**config.mk**
```make
export PLATFORM = sky130hd
export DESIGN_NAME = asl_spi_seq
export DESIGN_NICKNAME = d
export VERILOG_FILES = /design/src/inc/asl_pkg.sv /design/src/hw/asl_buf2.sv /design/src/hw/asl_spi_seq.sv
export SDC_FILE = /design/constraint.sdc
export NUM_CORES = 1
export LEC_CHECK = 0
export BUFFER_PORTS_ARGS = -buffer_cell sky130_fd_sc_hd__buf_2
export CAP_MARGIN = 20
export CORE_MARGIN = 1
export CORE_UTILIZATION = 57
export CTS_CLUSTER_SIZE = 28
export DETAILED_ROUTE_END_ITERATION = 6
export PLACE_DENSITY = 0.87
export SETUP_SLACK_MARGIN = 0.1
export SYNTH_ARGS = -nofsm -noshare
export SYNTH_HDL_FRONTEND = slang
export SYNTH_SLANG_ARGS = --single-unit
```
**constraint.sdc**
```tcl
create_clock -name CLOCK -period 6.4 [get_ports CLOCK]
set_input_delay 0.96 -clock CLOCK [delete_from_list [all_inputs] [get_ports CLOCK]]
set_output_delay 0.96 -clock CLOCK [all_outputs]
set_load 0.01 [all_outputs]
```
**src/inc/asl_pkg.sv**
```systemverilog
package asl_pkg;

    // Word and buffer shape
    localparam int WORD_W    = 24;
    localparam int BUF_DEPTH = 2;

    // Control byte fields
    localparam int CTRL_DEV_HI = 7;
    localparam int CTRL_DEV_LO = 6;
    localparam int CTRL_REG_HI = 5;
    localparam int CTRL_REG_LO = 1;
    localparam int CTRL_RW_BIT = 0;

    // Bit counter end points
    localparam logic [4:0] CTRL_LAST = 5'h07;
    localparam logic [4:0] WORD_LAST = 5'h17;

    // Address map
    localparam logic [4:0] FIRST_WRITABLE = 5'h08;
    localparam logic [4:0] LAST_ADDR      = 5'h1f;
    localparam logic [4:0] PHASE_ADDR     = 5'h0a;
    localparam logic [7:0] LOCK_OPEN      = 8'ha5;

    // Loop set boundaries
    localparam logic [4:0] GROUP_MASK = 5'h1c;
    localparam logic [4:0] TYPE_SPLIT = 5'h08;

    // Loop modes
    localparam logic [1:0] LOOP_STATIC = 2'h0;
    localparam logic [1:0] LOOP_GROUP  = 2'h1;
    localparam logic [1:0] LOOP_TYPE   = 2'h2;
    localparam logic [1:0] LOOP_FULL   = 2'h3;

    // Timing
    localparam int RDY_CNT_W         = 24;
    localparam int CLK_PERIOD_NS     = 20;
    localparam int MOD_CLK_PERIOD_NS = 250;
    localparam int RDY_PULSE_NS      = MOD_CLK_PERIOD_NS / 2;
    localparam logic [3:0] RDY_PULSE_CYCLES =
        4'((RDY_PULSE_NS + CLK_PERIOD_NS - 1) / CLK_PERIOD_NS);
    localparam int SETTLE_TIME_NS    = 100000;
    localparam int SETTLE_CYCLES_DEF = (SETTLE_TIME_NS + CLK_PERIOD_NS - 1) / CLK_PERIOD_NS;

endpackage
```
**src/hw/asl_buf2.sv**
```systemverilog
`timescale 1ns/1ps
module asl_buf2
    import asl_pkg::*;
(
    // System
    input  wire logic              clk,
    input  wire logic              rst,
    input  wire logic              flush,
    // Filling side
    input  wire logic              in_valid,
    output logic                   in_ready,
    input  wire logic [WORD_W-1:0] in_data,
    // Draining side
    output logic                   out_valid,
    input  wire logic              out_ready,
    output logic [WORD_W-1:0]      out_data
);

    logic [WORD_W-1:0] mem_r [BUF_DEPTH];
    logic              wr_idx_r;
    logic              rd_idx_r;
    logic [1:0]        cnt_r;
    logic              push;
    logic              pop;

    // Handshakes; a full buffer refuses the source
    assign in_ready  = (cnt_r != 2'h2);
    assign out_valid = (cnt_r != 2'h0);
    assign out_data  = mem_r[rd_idx_r];
    assign push      = in_valid & in_ready;
    assign pop       = out_valid & out_ready;

    // Storage
    always_ff @(posedge clk)
    begin
        if (push)
            mem_r[wr_idx_r] <= in_data;
    end

    // Pointers and fill count; flush drops everything
    always_ff @(posedge clk or posedge rst)
    begin
        if (rst)
        begin
            wr_idx_r <= 1'b0;
            rd_idx_r <= 1'b0;
            cnt_r    <= 2'h0;
        end
        else if (flush)
        begin
            wr_idx_r <= 1'b0;
            rd_idx_r <= 1'b0;
            cnt_r    <= 2'h0;
        end
        else
        begin
            if (push)
                wr_idx_r <= ~wr_idx_r;
            if (pop)
                rd_idx_r <= ~rd_idx_r;
            cnt_r <= cnt_r + {1'b0, push} - {1'b0, pop};
        end
    end

endmodule

```
**src/hw/asl_spi_seq.sv**
```systemverilog
`timescale 1ns/1ps
// Functional notes
// - One control byte after chip select falls; same loop until chip select rises.
// - Pointer starts at control byte address, advances inside the selected set.
// - At the set's last address the pointer wraps to its first address.
// - Read loop: 00 static, 01 groups, 10 types, 11 whole map.
// - Serial input is ignored after the control byte of a read.
// - Mode 0,0: old MSB at last falling edge, new MSB at data-ready.
// - Mode 1,1: serial output holds the previous word's LSB after reading.
// - Write loop: 0 static, 1 loop over type sets.
// - Serial output stays high-impedance throughout a write.
// - Writes to non-writable addresses change nothing and keep the pointer.
// - Lock key not 0xA5 blocks writes to all but 0x1F.
// - Phase write or converter setting change restarts active converters.
// - Restart clears converter outputs; conversion resumes by itself.
// - Data-ready pulses low for half a modulator clock period.
// - First pulse after settling plus phase delay, then every rate period.
// - Idle data-ready floats when idle-drive is 0, drives high when 1.
// - Data-ready pulses run regardless of chip select.
// - Hard reset pin low keeps data-ready inactive.
// - Checksum interrupt flag holds data-ready low.
// - Converter data updates one clock before the data-ready pin goes low.
// - Control byte: device address 7:6, register address 5:1, read flag 0.
// - Chip select rising aborts the transfer and returns to idle.
// - Output changes on falling serial clock, input sampled on rising.
module asl_spi_seq
    import asl_pkg::*;
#(
    parameter int SETTLE_CYCLES = SETTLE_CYCLES_DEF
)
(
    // System
    input  wire logic                 CLOCK,
    input  wire logic                 RESET,
    // Serial pins
    input  wire logic                 SCK,
    input  wire logic                 CS_N,
    input  wire logic                 SDI,
    output logic                      SDO,
    output logic                      SDO_OE,
    // Data-ready pin and hard reset pin
    output logic                      DATA_READY_N,
    output logic                      DATA_READY_OE,
    input  wire logic                 HARD_RESET_N,
    // Loop, lock and pin settings
    input  wire logic [1:0]           DEVICE_ADDR,
    input  wire logic [1:0]           READ_LOOP,
    input  wire logic                 WRITE_LOOP,
    input  wire logic [7:0]           LOCK_KEY,
    input  wire logic                 READY_IDLE_DRIVE,
    input  wire logic                 CHECKSUM_FLAG,
    // Converter settings and control
    input  wire logic [2:0]           OVERSAMPLE_RATIO,
    input  wire logic [1:0]           PRESCALE,
    input  wire logic                 EXTERNAL_CLOCK_SEL,
    input  wire logic                 EXTERNAL_REF_SEL,
    input  wire logic [3:0]           CONV_ACTIVE,
    input  wire logic [RDY_CNT_W-1:0] PHASE_DELAY,
    input  wire logic [RDY_CNT_W-1:0] RATE_PERIOD,
    output logic [3:0]                CONV_RESTART,
    output logic                      CONV_CLEAR,
    output logic                      DATA_LATCH,
    // Register map access
    output logic [4:0]                REG_ADDR,
    output logic                      REG_RD,
    input  wire logic [WORD_W-1:0]    REG_RDATA,
    output logic                      REG_WR,
    output logic [WORD_W-1:0]         REG_WDATA
);

    typedef enum logic [2:0] {ST_IDLE, ST_CTRL, ST_READ, ST_WRITE, ST_SKIP} asl_state_t;

    asl_state_t            st_r;
    logic                  sck_s1, sck_s2, sck_d;
    logic                  cs_s1, cs_s2, cs_d;
    logic                  sdi_s1, sdi_s2;
    logic                  hrst_s1, hrst_s2;
    logic                  sck_rise, sck_fall, cs_fall;
    logic                  cpol_r;
    logic [4:0]            bit_cnt_r;
    logic [7:0]            ctrl_sh_r;
    logic [7:0]            ctrl_byte;
    logic                  ctrl_done;
    logic [4:0]            ptr_r;
    logic [4:0]            rd_first, rd_last;
    logic                  wr_done, wr_ok;
    logic [1:0]            wr_mode;
    logic [WORD_W-1:0]     in_sh_r;
    logic [WORD_W-1:0]     out_sh_r;
    logic                  first_r, hold_msb_r, last_msb_r;
    logic                  rd_edge, pop, push, pend_r;
    logic                  buf_in_ready, buf_valid;
    logic [WORD_W-1:0]     buf_data, head;
    logic [6:0]            cfg_now, cfg_q_r;
    logic                  cfg_vld_r, restart;
    logic [RDY_CNT_W-1:0]  rdy_cnt_r;
    logic [3:0]            pulse_cnt_r;
    logic                  rdy_fire;

    // Bounds {first, last} of the loop set holding addr
    function automatic logic [9:0] set_span(input logic [4:0] addr, input logic [1:0] mode);
        logic [9:0] span;
        span = {addr, addr};
        unique case (mode)
            LOOP_STATIC: span = {addr, addr};
            LOOP_GROUP:  span = {addr & GROUP_MASK, addr | ~GROUP_MASK};
            LOOP_TYPE:   span = (addr < TYPE_SPLIT) ? {5'h00, TYPE_SPLIT - 5'h01}
                                                    : {TYPE_SPLIT, LAST_ADDR};
            LOOP_FULL:   span = {5'h00, LAST_ADDR};
        endcase
        return span;
    endfunction

    // Next pointer: step up, wrap from the set's last address to its first
    function automatic logic [4:0] next_addr(input logic [4:0] addr, input logic [1:0] mode);
        logic [9:0] span;
        span = set_span(addr, mode);
        return (addr == span[4:0]) ? span[9:5] : addr + 5'h01;
    endfunction

    // Pin synchronisers; SCK must stay below a quarter of CLOCK
    always_ff @(posedge CLOCK or posedge RESET)
    begin
        if (RESET)
        begin
            sck_s1  <= 1'b0;
            sck_s2  <= 1'b0;
            sck_d   <= 1'b0;
            cs_s1   <= 1'b1;
            cs_s2   <= 1'b1;
            cs_d    <= 1'b1;
            sdi_s1  <= 1'b0;
            sdi_s2  <= 1'b0;
            hrst_s1 <= 1'b0;
            hrst_s2 <= 1'b0;
        end
        else
        begin
            sck_s1  <= SCK;
            sck_s2  <= sck_s1;
            sck_d   <= sck_s2;
            cs_s1   <= CS_N;
            cs_s2   <= cs_s1;
            cs_d    <= cs_s2;
            sdi_s1  <= SDI;
            sdi_s2  <= sdi_s1;
            hrst_s1 <= HARD_RESET_N;
            hrst_s2 <= hrst_s1;
        end
    end

    // Edge and decode terms
    assign sck_rise  = sck_s2 & ~sck_d;
    assign sck_fall  = ~sck_s2 & sck_d;
    assign cs_fall   = ~cs_s2 & cs_d;
    assign ctrl_byte = {ctrl_sh_r[6:0], sdi_s2};
    assign ctrl_done = (st_r == ST_CTRL) && sck_rise && (bit_cnt_r == CTRL_LAST);
    assign wr_done   = (st_r == ST_WRITE) && sck_rise && (bit_cnt_r == WORD_LAST);
    assign wr_ok     = (ptr_r >= FIRST_WRITABLE)
                       && ((LOCK_KEY == LOCK_OPEN) || (ptr_r == LAST_ADDR));
    assign wr_mode   = WRITE_LOOP ? LOOP_TYPE : LOOP_STATIC;
    assign rd_edge   = (st_r == ST_READ) && sck_fall;
    assign head      = buf_valid ? buf_data : '0;
    assign pop       = (rd_edge && (bit_cnt_r == 5'h00) && (first_r || cpol_r))
                       || ((st_r == ST_READ) && hold_msb_r && sck_rise);
    assign push      = pend_r && (st_r == ST_READ);
    assign {rd_first, rd_last} = set_span(ptr_r, READ_LOOP);

    // Transfer state; chip select high always returns to idle
    always_ff @(posedge CLOCK or posedge RESET)
    begin
        if (RESET)
            st_r <= ST_IDLE;
        else if (cs_s2)
            st_r <= ST_IDLE;
        else
        begin
            unique case (st_r)
                ST_IDLE:
                    if (cs_fall)
                        st_r <= ST_CTRL;
                ST_CTRL:
                    if (ctrl_done)
                    begin
                        // Other device addresses share the bus; stay silent
                        if (ctrl_byte[CTRL_DEV_HI:CTRL_DEV_LO] != DEVICE_ADDR)
                            st_r <= ST_SKIP;
                        else if (ctrl_byte[CTRL_RW_BIT])
                            st_r <= ST_READ;
                        else
                            st_r <= ST_WRITE;
                    end
                ST_READ, ST_WRITE, ST_SKIP:
                    st_r <= st_r;
            endcase
        end
    end

    // Bit counting, clock polarity and control byte shift
    always_ff @(posedge CLOCK or posedge RESET)
    begin
        if (RESET)
        begin
            bit_cnt_r <= 5'h00;
            cpol_r    <= 1'b0;
            ctrl_sh_r <= 8'h00;
        end
        else if (st_r == ST_IDLE)
        begin
            bit_cnt_r <= 5'h00;
            if (cs_fall)
                cpol_r <= sck_s2;
        end
        else if (ctrl_done)
            bit_cnt_r <= 5'h00;
        else if ((st_r == ST_CTRL) && sck_rise)
        begin
            ctrl_sh_r <= ctrl_byte;
            bit_cnt_r <= bit_cnt_r + 5'h01;
        end
        else if ((st_r == ST_WRITE) && sck_rise)
            bit_cnt_r <= wr_done ? 5'h00 : bit_cnt_r + 5'h01;
        else if (pop)
            bit_cnt_r <= WORD_LAST;
        else if (rd_edge && (bit_cnt_r != 5'h00))
            bit_cnt_r <= bit_cnt_r - 5'h01;
    end

    // Address pointer
    always_ff @(posedge CLOCK or posedge RESET)
    begin
        if (RESET)
            ptr_r <= 5'h00;
        else if (ctrl_done)
            ptr_r <= ctrl_byte[CTRL_REG_HI:CTRL_REG_LO];
        else if (push)
            ptr_r <= next_addr(ptr_r, READ_LOOP);
        else if (wr_done && wr_ok)
            ptr_r <= next_addr(ptr_r, wr_mode);
    end

    // Write data shift, rising edges only
    always_ff @(posedge CLOCK or posedge RESET)
    begin
        if (RESET)
            in_sh_r <= '0;
        else if ((st_r == ST_WRITE) && sck_rise)
            in_sh_r <= {in_sh_r[WORD_W-2:0], sdi_s2};
    end

    // Register map port: fetch one word at a time, write on a full word
    always_ff @(posedge CLOCK or posedge RESET)
    begin
        if (RESET)
        begin
            REG_ADDR  <= 5'h00;
            REG_RD    <= 1'b0;
            pend_r    <= 1'b0;
            REG_WR    <= 1'b0;
            REG_WDATA <= '0;
        end
        else
        begin
            REG_ADDR <= ptr_r;
            // A stalled shifter leaves the buffer full and stops fetching
            REG_RD   <= (st_r == ST_READ) && !cs_s2 && !REG_RD && !pend_r && buf_in_ready;
            pend_r   <= REG_RD && !cs_s2;
            REG_WR   <= wr_done && wr_ok;
            if (wr_done)
                REG_WDATA <= {in_sh_r[WORD_W-2:0], sdi_s2};
        end
    end

    // Two-word read buffer between fetch and shifter
    asl_buf2 asl_buf2_inst (
        .clk       (CLOCK),
        .rst       (RESET),
        .flush     (st_r != ST_READ),
        .in_valid  (push),
        .in_ready  (buf_in_ready),
        .in_data   (REG_RDATA),
        .out_valid (buf_valid),
        .out_ready (pop),
        .out_data  (buf_data)
    );

    // Serial output; driven only during the data phase of a read
    always_ff @(posedge CLOCK or posedge RESET)
    begin
        if (RESET)
        begin
            SDO        <= 1'b0;
            SDO_OE     <= 1'b0;
            out_sh_r   <= '0;
            first_r    <= 1'b1;
            hold_msb_r <= 1'b0;
            last_msb_r <= 1'b0;
        end
        else if ((st_r != ST_READ) || cs_s2)
        begin
            SDO_OE     <= 1'b0;
            first_r    <= 1'b1;
            hold_msb_r <= 1'b0;
        end
        else if (rd_edge)
        begin
            SDO_OE <= 1'b1;
            if (bit_cnt_r != 5'h00)
            begin
                SDO      <= out_sh_r[WORD_W-1];
                out_sh_r <= {out_sh_r[WORD_W-2:0], 1'b0};
            end
            else if (first_r || cpol_r)
            begin
                // Mode 1,1 reaches here only at a word start, so LSB holds
                SDO        <= head[WORD_W-1];
                out_sh_r   <= {head[WORD_W-2:0], 1'b0};
                last_msb_r <= head[WORD_W-1];
                first_r    <= 1'b0;
            end
            else
            begin
                SDO        <= last_msb_r;
                hold_msb_r <= 1'b1;
            end
        end
        else if (hold_msb_r && sck_rise)
        begin
            out_sh_r   <= {head[WORD_W-2:0], 1'b0};
            last_msb_r <= head[WORD_W-1];
            hold_msb_r <= 1'b0;
        end
        else if (hold_msb_r && rdy_fire)
            SDO <= head[WORD_W-1];
    end

    // Converter restart on phase write or setting change
    assign cfg_now = {OVERSAMPLE_RATIO, PRESCALE, EXTERNAL_CLOCK_SEL, EXTERNAL_REF_SEL};
    assign restart = (wr_done && wr_ok && (ptr_r == PHASE_ADDR))
                     || (cfg_vld_r && (cfg_now != cfg_q_r));

    always_ff @(posedge CLOCK or posedge RESET)
    begin
        if (RESET)
        begin
            cfg_q_r      <= 7'h00;
            cfg_vld_r    <= 1'b0;
            CONV_RESTART <= 4'h0;
            CONV_CLEAR   <= 1'b0;
        end
        else
        begin
            cfg_q_r      <= cfg_now;
            cfg_vld_r    <= 1'b1;
            CONV_RESTART <= restart ? CONV_ACTIVE : 4'h0;
            CONV_CLEAR   <= restart;
        end
    end

    // Data-ready timer; free of the serial interface
    assign rdy_fire = hrst_s2 && !restart && (rdy_cnt_r == '0);

    always_ff @(posedge CLOCK or posedge RESET)
    begin
        if (RESET)
            rdy_cnt_r <= RDY_CNT_W'(SETTLE_CYCLES);
        else if (!hrst_s2 || restart)
            rdy_cnt_r <= RDY_CNT_W'(SETTLE_CYCLES) + PHASE_DELAY;
        else if (rdy_cnt_r == '0)
            rdy_cnt_r <= RATE_PERIOD - {{(RDY_CNT_W-1){1'b0}}, 1'b1};
        else
            rdy_cnt_r <= rdy_cnt_r - {{(RDY_CNT_W-1){1'b0}}, 1'b1};
    end

    // Pulse width counter
    always_ff @(posedge CLOCK or posedge RESET)
    begin
        if (RESET)
            pulse_cnt_r <= 4'h0;
        else if (rdy_fire)
            pulse_cnt_r <= RDY_PULSE_CYCLES;
        else if (pulse_cnt_r != 4'h0)
            pulse_cnt_r <= pulse_cnt_r - 4'h1;
    end

    // Data-ready pin drive; checksum alarm outranks pulses
    always_ff @(posedge CLOCK or posedge RESET)
    begin
        if (RESET)
        begin
            DATA_READY_N  <= 1'b1;
            DATA_READY_OE <= 1'b0;
            DATA_LATCH    <= 1'b0;
        end
        else
        begin
            DATA_LATCH <= rdy_fire;
            if (!hrst_s2)
            begin
                DATA_READY_N  <= 1'b1;
                DATA_READY_OE <= READY_IDLE_DRIVE;
            end
            else if (CHECKSUM_FLAG || (pulse_cnt_r != 4'h0))
            begin
                DATA_READY_N  <= 1'b0;
                DATA_READY_OE <= 1'b1;
            end
            else
            begin
                DATA_READY_N  <= 1'b1;
                DATA_READY_OE <= READY_IDLE_DRIVE;
            end
        end
    end
endmodule

```
Word-level counts from Yosys, hierarchy flattened
Memories as Yosys holds them, arrays and structs flattened.
Index checks and enable logic that the tools add are counted.
{"block": "word_totals", "ff_bits": 163, "latch_bits": 0, "ramBits": 48, "mem_bits_ro": 0, "in_bits": 104, "elab_cells": 231, "memories": 1}
{"block": "classes", "add_sub_neg": 9, "multipliers": 0, "div": 0, "order_cmp": 2, "eq_ne": 34, "n_shift": 0, "mux": 67, "bitwise_logic": 13, "reduce_logical": 65}
{"memory": "asl_buf2_inst.mem_r", "words": 2, "word_bits": 24, "read_ports": 1, "rd_ports_with_merged_regs": 0, "wr": 1, "line": "asl_buf2.sv:19", "rtl": "logic [WORD_W-1:0] mem_r [BUF_DEPTH];"}
{"op": "$mux W24", "n": 7}
{"op": "$pmux W10 S4", "n": 2}
{"op": "$mux W5", "n": 12}
{"op": "$mux W10", "n": 5}
{"op": "$sub A24 B1 Y24 const B", "n": 2}
{"op": "$mux W1", "n": 30}
{"op": "$add A13 B24 Y24 const A", "n": 1}
{"op": "$logic_and A1 B1 Y1", "n": 24}
{"op": "$logic_not A24 Y1", "n": 1}
{"op": "$reduce_and A3 Y1", "n": 8}
{"op": "$reduce_bool A2 Y1", "n": 8}
{"op": "$mux W3", "n": 4}
{"op": "$mux W4", "n": 3}
{"op": "$ne A3 B3 Y1 const B", "n": 4}
{"op": "$add A5 B1 Y5 const B", "n": 2}
{"op": "$eq A5 B5 Y1", "n": 2}
{"op": "$eq A5 B5 Y1 const B", "n": 2}
{"op": "$ne A2 B2 Y1 const B", "n": 5}
{"op": "$mux W9", "n": 1}
{"op": "$eq A2 B2 Y1 const B", "n": 4}
{"op": "$eq A8 B8 Y1 const B", "n": 1}
{"op": "$ne A4 B3 Y1 const B", "n": 2}
{"op": "$ne A4 B4 Y1 const B", "n": 2}
{"op": "$not A1 Y1", "n": 8}
{"op": "other kinds (31)", "n": 50}

Depth between registers and ports, before layout
Gate-level depths: netlist (run 1).
{"block": "logic_depth", "ltp_word": 14, "depth_mapped": 15, "depth_no_buf": 12}

By module
Synthesis (run 1) repeated with hierarchy kept, for this count alone.
{"block": "hier_totals", "cells_unflattened": 916, "area_unflattened_um2": 10302.4}
{"mod": "asl_spi_seq", "n_inst": 1, "cells_per_inst": 815, "area_each_um2": 8209.1, "seq_area_each_um2": 3966.3}
{"mod": "asl_buf2", "n_inst": 1, "cells_per_inst": 101, "area_each_um2": 2093.3, "seq_area_each_um2": 1541.5}

Worst setup path after synthesis (run 1)
OpenSTA, ideal clock, no wires.
{"block": "synth_path", "path_type": "reg2reg", "start": "reg rdy_cnt_r[9]", "end": "reg rdy_cnt_r[14]", "setup_ps": 125, "arrival_ps": 3386, "slack_ps": 2890, "stages_incl_launch_ff": 15, "period_less_slack_ps": 3510, "cell_sequence": "dfstp_2 > clkbuf_1 > nor4_1 > and4_1 > clkbuf_2 > and2_1 > buf_4 > buf_2 > a21oi_1 > ha_1 > nor4b_1 > nand2_1 > a2111oi_0 > o21ai_0 > mux2_2"}
{"block": "synth_via", "elab_chain_len": 3}
{"item": "start: declaration", "line": "asl_spi_seq.sv:96", "rtl": "logic [RDY_CNT_W-1:0] rdy_cnt_r;"}
{"item": "start signal: assignment", "line": "asl_spi_seq.sv:366", "rtl": "rdy_cnt_r <= RDY_CNT_W'(SETTLE_CYCLES);"}
{"item": "start signal: assignment", "line": "asl_spi_seq.sv:368", "rtl": "rdy_cnt_r <= RDY_CNT_W'(SETTLE_CYCLES) + PHASE_DELAY;"}
{"item": "start signal: assignment", "line": "asl_spi_seq.sv:370", "rtl": "rdy_cnt_r <= RATE_PERIOD - {{(RDY_CNT_W-1){1'b0}}, 1'b1};"}
{"item": "$sub A24 B1 Y24 or $logic_not A24 Y1 (tied branches)", "line": "asl_spi_seq.sv:372, asl_spi_seq.sv:369"}
{"item": "$mux W24 (*)", "line": "asl_spi_seq.sv:369", "rtl": "else if (rdy_cnt_r == '0)"}
{"item": "$mux W24 (*)", "line": "asl_spi_seq.sv:367", "rtl": "else if (!hrst_s2 || restart)"}
Mark *: on every way between the ends. The rest lies on a longest branch, timed or not.
A chain may end at the register's enable or synchronous reset.

Worst setup path in the final report (run 1)
{"block": "layout_path", "start": "reg rdy_cnt_r[7]", "end": "reg rdy_cnt_r[22]"}
The elaborated chain is that of the path after synthesis.

==> summary.md, run 1 <==
| Metric | Value |
|---|---|
| Register-to-register path setup slack | 2.99 ns |
| Count of buffers added by post-CTS timing repair for setup | 0 |
| Die Span X | 134 um |
| Unique masters post-synth | 72 |
| Maximum number of pins on one net before global-route repair | 104 |
| Via count of the first global-routing pass | 7,280 |
| Crit path max-delay family | simple AND/OR/NAND/NOR gates |
| Height of the die | 134 um |
| Rows | 47 |
| Clock Skews | 0.0149 ns |
| Number of violations of the max-capacitance limit | 0 |
| Register area share after synthesis | 55.3% |
| Clock tree from TritonCTS | built |
| Count of buffers inserted at the top-level ports | 144 |
| Type of the tightest min-delay check | reg2reg |
| WL final | 21,500 um |
| Starting density of the core | 59.3% |
| Main combinational cell family by area after synthesis | simple AND/OR/NAND/NOR gates |
| Primary flip-flop cell chosen by synthesis mapping | sky130_fd_sc_hd__dfrtp_1 |
| Count of flip-flops with a built-in enable after synthesis | 48 |
| Number of filler cells placed in the layout | 1,207 |
| Count of pins on the block boundary | 145 |
| Endpoint, Worst Hold | sdi_s2$_DFF_PP0_ |
| Post-DP HPWL | 14,500 um |
| Yosys reg bits | 210 |
| Fmax | 0.293 GHz |
| Max Root-Sink Buffers | 3 |
| Hold-fix buffer count after cts | 0 |
| Weighted congestion reported at the end of routability-driven placement | 0.995 |
| Vias after detailed routing | 7,494 |
| Worst-case vdd ir drop | 0.241 mV |
| Yosys warns | 0 |
| Core Box Area | 16,800 um^2 |
| Area share of the leading cell type in the synthesized netlist | 38.2% |
| Hold Crit Depth | 0 |
| Reg2Reg Capture Point | rdy_cnt_r[22]$_DFF_PP0_ |
| Share of the cycle needed by the critical path after routing | 53.3% |
| Worst path max stage delay | 0.68 ns |
| Synth Area in Adders | 1.51% |
| Proportion of synthesized area in mux cells | 10.3% |
| First-pass GRT wire length | 35,200 um |
| Number of cells produced by synthesis | 877 |
| Xor/xnor cell area share of the yosys netlist | 3.78% |
| H-tree Lvls | 1 |
| Hold Vio Cnt, Final | 0 |
| Synth Net Count | 993 |
| WS Path Type | reg2reg |
| FF-to-FF Start | rdy_cnt_r[7]$_DFF_PP1_ |
| TNS Setup | 0 ns |
| Ys async rst share | 77.1% |
| Area fraction in and, or, nand and nor cells after synthesis | 14.1% |
| Critical path peak fanout | 8 |
| Number of clock sinks seen by CTS | 210 |
| Post-CTS Resized | 0 |
| Result of the run | completed |
| Register clock-pin slew on the reported worst setup and hold paths | 0.07 ns |
| RSZ-0062 raised after global routing | false |
| Post-detailed-route DRC marker count | 0 |
| Via density | 5.98 |
| Final ANT Viol Nets | 0 |
| P_leak | 0.00504 uW |
| Required arrival time at the worst endpoint | 6.77 ns |
| Number of buffer and inverter instances along the worst setup path | 0 |
| Latest clock arrival within the worst-skew pair | 0.50 ns |
| Launch point of the worst hold path | sdi_s1$_DFF_PP0_ |
| Clk root buf | sky130_fd_sc_hd__clkbuf_16 |
| Worst path cell trace | nor4_1 -> and4_1 -> and2_1 -> a21oi_1 -> ha_1 -> or4b_2 -> nor3_1 -> nand3_1 -> o311ai_0 -> a32oi_1 |
| Ant. Diodes | 0 |
| Total global-route track usage | 24.2% |
| Cell area after technology mapping | 9970 um^2 |
| Crit. End Element | flop |
| DR iter-0 viols | 747 |
| Area added between synthesis and finish | 16.3% |
| CP startpoint | rdy_cnt_r[7]$_DFF_PP1_ |
| Non-filler cells, final | 1,254 |
| Critical Path Slowest Stage Cell | sky130_fd_sc_hd__or4b_2 |
| Arrival @ worst endpoint | 3.78 ns |
| Cells after DPL | 1,213 |
| Detailed-routing iteration count for the pre-antenna-repair pass | 6 |
| Startpoint type of the worst setup path | flop |
| Final number of max-transition violations | 0 |
| Reg2Reg Depth | 10 |
| Initial antenna violation count | 0 |
| Die outline area | 18,000 um^2 |
| Endpoints failing setup | 0 |
| Ranking of synthesized cells by area | sky130_fd_sc_hd__dfrtp_1 38%, sky130_fd_sc_hd__edfxtp_1 14%, sky130_fd_sc_hd__mux2_2 9.6%, sky130_fd_sc_hd__nand2_1 2.7%, sky130_fd_sc_hd__dfstp_2 2.6% |
| Final net count | 1,134 |
| Grt total ovfl | 0 |
| Cell taking the most area after synthesis | sky130_fd_sc_hd__dfrtp_1 |
| Share of post-route cells with drive strength above 1 | 29.0% |
| Power per cell area | 252 nW/um^2 |
| Clock buffers created by TritonCTS | 22 |
| Per-cell routed wire length | 17.2 um |
| Synthesized-area fraction occupied by ao, oa, aoi and oai cells | 12.7% |
| Period minus WS final | 3.41 ns |
| Actual slew at the worst max-slew pin | 1.01 ns |
| Avg Synthesized Cell Area | 11.4 um^2 |
| Worst slew margin | 32.7% |
==> cells in the final DEF, fill, tap and decap left out, types with 5 or more instances in the layout <==
cell,synthesis,layout
sky130_fd_sc_hd__nor4bb_1,5,5
sky130_fd_sc_hd__o21ai_0,51,51
sky130_fd_sc_hd__nor3_1,22,21
sky130_fd_sc_hd__and3_1,8,8
sky130_fd_sc_hd__xnor2_1,20,20
sky130_fd_sc_hd__buf_4,2,10
sky130_fd_sc_hd__xor2_1,23,23
sky130_fd_sc_hd__nor4_1,12,12
sky130_fd_sc_hd__edfxtp_1,48,48
sky130_fd_sc_hd__or4_1,9,9
sky130_fd_sc_hd__nand2_1,72,72
sky130_fd_sc_hd__mux2_2,85,85
sky130_fd_sc_hd__nor2b_1,7,7
sky130_fd_sc_hd__a22oi_1,29,29
sky130_fd_sc_hd__a21oi_1,43,43
sky130_fd_sc_hd__mux2i_1,7,7
sky130_fd_sc_hd__nor2_1,50,50
sky130_fd_sc_hd__a211oi_1,8,8
sky130_fd_sc_hd__clkbuf_16,0,23
sky130_fd_sc_hd__nand2b_1,6,6
sky130_fd_sc_hd__nand3_1,24,24
sky130_fd_sc_hd__nand4_1,9,9
sky130_fd_sc_hd__o22ai_1,6,6
sky130_fd_sc_hd__and2_1,9,9
sky130_fd_sc_hd__buf_2,7,144
sky130_fd_sc_hd__or3_1,6,6
sky130_fd_sc_hd__a31oi_1,12,12
sky130_fd_sc_hd__a31o_2,5,5
sky130_fd_sc_hd__ha_1,12,12
sky130_fd_sc_hd__dfstp_2,10,10
sky130_fd_sc_hd__clkbuf_1,27,9
sky130_fd_sc_hd__a22o_1,5,5
sky130_fd_sc_hd__dfrtp_1,152,152
sky130_fd_sc_hd__inv_1,19,18
==> per-layer routing <==
layer	vias up	global-route usage, %	wire length, um
li1	3536	-	-
met1	3585	32.6	9110
met2	319	39.7	10200
met3	54	4.88	1700
met4	0	7.37	486
met5	-	0	0
==> sequential cells by signal, indices dropped and copies added, names as in the netlist, 5 cells and up <==
signal / flops
ptr_r: 5
ctrl_sh_r: 7
rdy_cnt_r: 24
cfg_q_r: 7
in_sh_r: 23
REG_WDATA: 24
out_sh_r: 23
bit_cnt_r: 5
asl_buf2_inst.mem_r: 48
REG_ADDR: 5
==> power breakdown <==
group,internal [uW],leakage (uW),switching [uW]
logic,114,0.00217,135
registers,1430,0.00255,63.9
clock network,675,0.000319,507
total,2220,0.00504,706
==> worst max path at each step <==
| stage | end | cells past startpoint |
|---|---|---|
| floorplan | CONV_CLEAR$_DFF_PP0_ | 1 |
| finish | rdy_cnt_r[22]$_DFF_PP0_ | 10 |
| global placement | rdy_cnt_r[20]$_DFF_PP0_ | 11 |
| CTS | rdy_cnt_r[22]$_DFF_PP0_ | 10 |
| global route | rdy_cnt_r[8]$_DFF_PP1_ | 11 |
| detailed placement | rdy_cnt_r[22]$_DFF_PP0_ | 10 |
==> cell families after synthesis <==
group / Yosys count
AO/OA/AOI/OAI: 196
XOR/XNOR: 43
adder cells (fa/ha/maj): 12
buffers and inverters: 58
flip-flops: 210
multiplexers: 92
other: 1
AND/OR/NAND/NOR: 265
==> worst register-to-register path, cell delays in order (launching register included) <==
cell                       delay, ns
sky130_fd_sc_hd__dfstp_2        0.56
sky130_fd_sc_hd__nor4_1         0.10
sky130_fd_sc_hd__and4_1         0.32
sky130_fd_sc_hd__and2_1         0.21
sky130_fd_sc_hd__a21oi_1        0.21
sky130_fd_sc_hd__ha_1           0.29
sky130_fd_sc_hd__or4b_2         0.68
sky130_fd_sc_hd__nor3_1         0.25
sky130_fd_sc_hd__nand3_1        0.15
sky130_fd_sc_hd__o311ai_0       0.35
sky130_fd_sc_hd__a32oi_1        0.15
==> area by class of cell <==
class	instances	area (um^2)	area share [%]
Clock buffer	33	623	5.37
Sequential cell	210	5510	47.5
Tap cell	220	275	2.37
Multi-Input combinational cell	609	4230	36.5
Clock inverter	7	41.3	0.356
Timing Repair Buffer	156	838	7.23
Inverter	19	76.3	0.658
==> cells in the mapped netlist (5+ instances only) <==
master / instances
sky130_fd_sc_hd__dfrtp_1: 152
sky130_fd_sc_hd__mux2_2: 85
sky130_fd_sc_hd__nand2_1: 72
sky130_fd_sc_hd__o21ai_0: 51
sky130_fd_sc_hd__nor2_1: 50
sky130_fd_sc_hd__edfxtp_1: 48
sky130_fd_sc_hd__a21oi_1: 43
sky130_fd_sc_hd__a22oi_1: 29
sky130_fd_sc_hd__clkbuf_1: 27
sky130_fd_sc_hd__nand3_1: 24
sky130_fd_sc_hd__xor2_1: 23
sky130_fd_sc_hd__nor3_1: 22
sky130_fd_sc_hd__xnor2_1: 20
sky130_fd_sc_hd__inv_1: 19
sky130_fd_sc_hd__a31oi_1: 12
sky130_fd_sc_hd__ha_1: 12
sky130_fd_sc_hd__nor4_1: 12
sky130_fd_sc_hd__dfstp_2: 10
sky130_fd_sc_hd__and2_1: 9
sky130_fd_sc_hd__nand4_1: 9
sky130_fd_sc_hd__or4_1: 9
sky130_fd_sc_hd__a211oi_1: 8
sky130_fd_sc_hd__and3_1: 8
sky130_fd_sc_hd__buf_2: 7
sky130_fd_sc_hd__mux2i_1: 7
sky130_fd_sc_hd__nor2b_1: 7
sky130_fd_sc_hd__nand2b_1: 6
sky130_fd_sc_hd__o22ai_1: 6
sky130_fd_sc_hd__or3_1: 6
sky130_fd_sc_hd__a22o_1: 5
sky130_fd_sc_hd__a31o_2: 5
sky130_fd_sc_hd__nor4bb_1: 5
==> metrics by stage <==
stage	area (um^2)	hold WS [ns]	util (%)	total power (uW)	setup slack [ns]
final	11600	0.349	68.9	2920	2.99
after global routing	11600	0.355	68.9	3020	2.73
after CTS	11600	0.350	68.8	2940	3.05
after detailed placement	10900	0.336	64.8	1760	3.07
after global placement	10900	0.332	64.7	1750	3.18
after floorplan	9970	0.331	-	1660	1.08
Note: power is estimated with default switching activity, not from simulation.
==> inputs of run 2 (changes only) <==
==> constraint.sdc (replaced) <==
create_clock -name CLOCK -period 3.55 [get_ports CLOCK]
set_input_delay 0.5325 -clock CLOCK [delete_from_list [all_inputs] [get_ports CLOCK]]
set_output_delay 0.5325 -clock CLOCK [all_outputs]
set_load 0.01 [all_outputs]
==> run 2 against run 1 <==
Compared with the run above:
- die area stayed put
- maximum frequency is 4.7% higher
- via count is 1.4% higher
- sequential share of layout area is 0.64 points lower
- final cell count is 0.32% higher
- power is 89% higher
- non-clock buffer count is 7 higher
- combinational power is 89% higher
- utilization is 0.94 points higher
- first-iteration DRC count is 2.8% higher
- routed wire length is 4.5% higher
- critical path type unchanged
- largest power group unchanged
==> summary.md, run 2 (synthesis results as in run 1) <==
| Metric | Value |
|---|---|
| Switching Power | 1260 uW |
| Share of power burned in registers | 48.6% |
| Grt total ovfl | 0 |
| Register ranked first by flip-flop count | asl_buf2_inst.mem_r |
| H-tree Lvls | 1 |
| Endpoint, Worst Hold | sdi_s1$_DFF_PP0_ |
| Initial antenna violation count | 0 |
| Latest clock arrival within the worst-skew pair | 0.49 ns |
| Type of the tightest min-delay check | in2reg |
| Worst-case vdd ir drop | 0.451 mV |
| Arrival @ worst endpoint | 3.66 ns |
| Ant. Diodes | 0 |
| Required arrival time at the worst endpoint | 3.96 ns |
| Vias after detailed routing | 7,600 |
| Register clock-pin slew on the reported worst setup and hold paths | 0.07 ns |
| Final number of max-transition violations | 0 |
| Clk root buf | sky130_fd_sc_hd__clkbuf_16 |
| Number of filler cells placed in the layout | 1,196 |
| Hold Crit Depth | 1 |
| Die outline area | 18,000 um^2 |
| RSZ-0062 raised after global routing | false |
| Area added between synthesis and finish | 17.9% |
| P_leak | 0.00513 uW |
| Core Box Area | 16,800 um^2 |
| Clock tree from TritonCTS | built |
| Maximum number of pins on one net before global-route repair | 163 |
| Die Span X | 134 um |
| Detailed-routing iteration count for the pre-antenna-repair pass | 6 |
| Power per cell area | 470 nW/um^2 |
| Number of violations of the max-capacitance limit | 0 |
| Largest register FFs | 48 |
| Reg2Reg Depth | 10 |
| Startpoint type of the worst setup path | flop |
| Most common library cell in the layout ignoring fill and taps | sky130_fd_sc_hd__dfrtp_1 |
| Post-detailed-route DRC marker count | 0 |
| Per-cell routed wire length | 17.9 um |
| Number of clock sinks seen by CTS | 210 |
| FF-to-FF Start | rdy_cnt_r[3]$_DFF_PP1_ |
| DR iter-0 viols | 768 |
| Commonest non-fill, non-tap cells in the layout | 152 x sky130_fd_sc_hd__dfrtp_1, 144 x sky130_fd_sc_hd__buf_2, 85 x sky130_fd_sc_hd__mux2_2 |
| Result of the run | completed |
| Register-to-register path setup slack | 0.29 ns |
| Final ANT Viol Nets | 0 |
| Reg2Reg Capture Point | rdy_cnt_r[22]$_DFF_PP0_ |
| First-pass GRT wire length | 37,400 um |
| Largest regs | asl_buf2_inst.mem_r: 48 flops, REG_WDATA: 24 flops, rdy_cnt_r: 24 flops |
| WS Path Type | reg2reg |
| Via density | 6.04 |
| Share of post-route cells with drive strength above 1 | 30.4% |
| Height of the die | 134 um |
| Share of power burned in combinational logic | 8.5% |
| Share of the cycle needed by the critical path after routing | 91.7% |
| Actual slew at the worst max-slew pin | 0.878 ns |
| Final net count | 1,140 |
| TNS Setup | 0 ns |
| Launch point of the worst hold path | SDI |
| Hold Vio Cnt, Final | 0 |
| Max Root-Sink Buffers | 3 |
| Net switching share of the total power | 22.7% |
| Endpoints failing setup | 0 |
| Critical path peak fanout | 7 |
| Count of buffers inserted at the top-level ports | 144 |
| WL final | 22,500 um |
| Clock Skews | 0.0184 ns |
| Count of buffers added by post-CTS timing repair for setup | 0 |
| Worst slew margin | 41.4% |
| Starting density of the core | 59.3% |
| Non-Filler Cell Area, Final | 11,800 um^2 |
| Internal cell power | 4270 uW |
| Weighted congestion reported at the end of routability-driven placement | 0.951 |
| Hold-fix buffer count after cts | 0 |
| Count of pins on the block boundary | 145 |
| Rows | 47 |
| Via count of the first global-routing pass | 7,644 |
| Fraction of power consumed by the clock network | 42.9% |
| Period minus WS final | 3.26 ns |
| Post-CTS Resized | 0 |
| Crit. End Element | flop |
| Fmax | 0.307 GHz |
| Post-DP HPWL | 15,000 um |
| Total global-route track usage | 25.8% |
| Post-DP Area | 11,000 um^2 |
| Clock buffers created by TritonCTS | 21 |
run 2: worst max path at each step:
stage,slack (ns),to,start
floorplan,0.17,rdy_cnt_r[20]$_DFF_PP0_,rdy_cnt_r[9]$_DFF_PP1_
global placement,0.37,rdy_cnt_r[20]$_DFF_PP0_,rdy_cnt_r[3]$_DFF_PP1_
detailed placement,0.24,rdy_cnt_r[22]$_DFF_PP0_,rdy_cnt_r[3]$_DFF_PP1_
CTS,0.12,rdy_cnt_r[22]$_DFF_PP0_,rdy_cnt_r[3]$_DFF_PP1_
global route,0.14,rdy_cnt_r[20]$_DFF_PP0_,rdy_cnt_r[9]$_DFF_PP1_
finish,0.29,rdy_cnt_r[22]$_DFF_PP0_,rdy_cnt_r[3]$_DFF_PP1_
run 2: power groups by stage:
stage / clock network [uW] / logic (uW) / registers, uW
6_report: 2370 / 468 / 2690
3_3_place_gp: 0 / 443 / 2720
4_1_cts: 2400 / 463 / 2680
5_1_grt: 2510 / 518 / 2700
2_1_floorplan: 0 / 301 / 2690
3_5_place_dp: 0 / 457 / 2730
run 2: worst max-delay path, cell delays in order (launching register included):
cell and delay (ns):
sky130_fd_sc_hd__dfstp_2 0.59, sky130_fd_sc_hd__or4_4 0.19, sky130_fd_sc_hd__nor4_4 0.07, sky130_fd_sc_hd__and2_1 0.21, sky130_fd_sc_hd__a21oi_1 0.21, sky130_fd_sc_hd__ha_2 0.27
sky130_fd_sc_hd__or4b_2 0.69, sky130_fd_sc_hd__nor3_2 0.21, sky130_fd_sc_hd__nand3_1 0.17, sky130_fd_sc_hd__or3_1 0.37, sky130_fd_sc_hd__a32oi_1 0.19
run 2: through the flow:
stage                     cells  power, uW  utilization (%)  setup slack, ns  hold WS (ns)
after floorplan             877       2990                -            0.171         0.331
after global placement     1221       3160             65.3            0.366         0.333
after detailed placement   1221       3180             65.3            0.239         0.335
after CTS                  1258       5550             69.8            0.116         0.135
after global routing       1258       5730             69.9            0.144         0.123
final                      1258       5530             69.9            0.294         0.145
run 2: metal layers:
| metal | part of all wire [%] | vias to the layer above | global-route usage (%) |
|---|---|---|---|
| li1 | - | 3546 | - |
| met1 | 42 | 3678 | 33.9 |
| met2 | 48 | 320 | 42.2 |
| met3 | 7.9 | 56 | 5.71 |
| met4 | 2.6 | 0 | 9.55 |
| met5 | 0 | - | 0 |
run 2: area by class of cell:
type / instances / area (um^2) / share of cell area (%)
flip-flops and latches: 210 / 5510 / 46.9
inverters: 19 / 75.1 / 0.639
multi-input cells: 609 / 4260 / 36.2
clock inverters: 9 / 144 / 1.22
well taps: 220 / 275 / 2.34
repair buffers: 163 / 888 / 7.56
clock buffers: 28 / 603 / 5.13
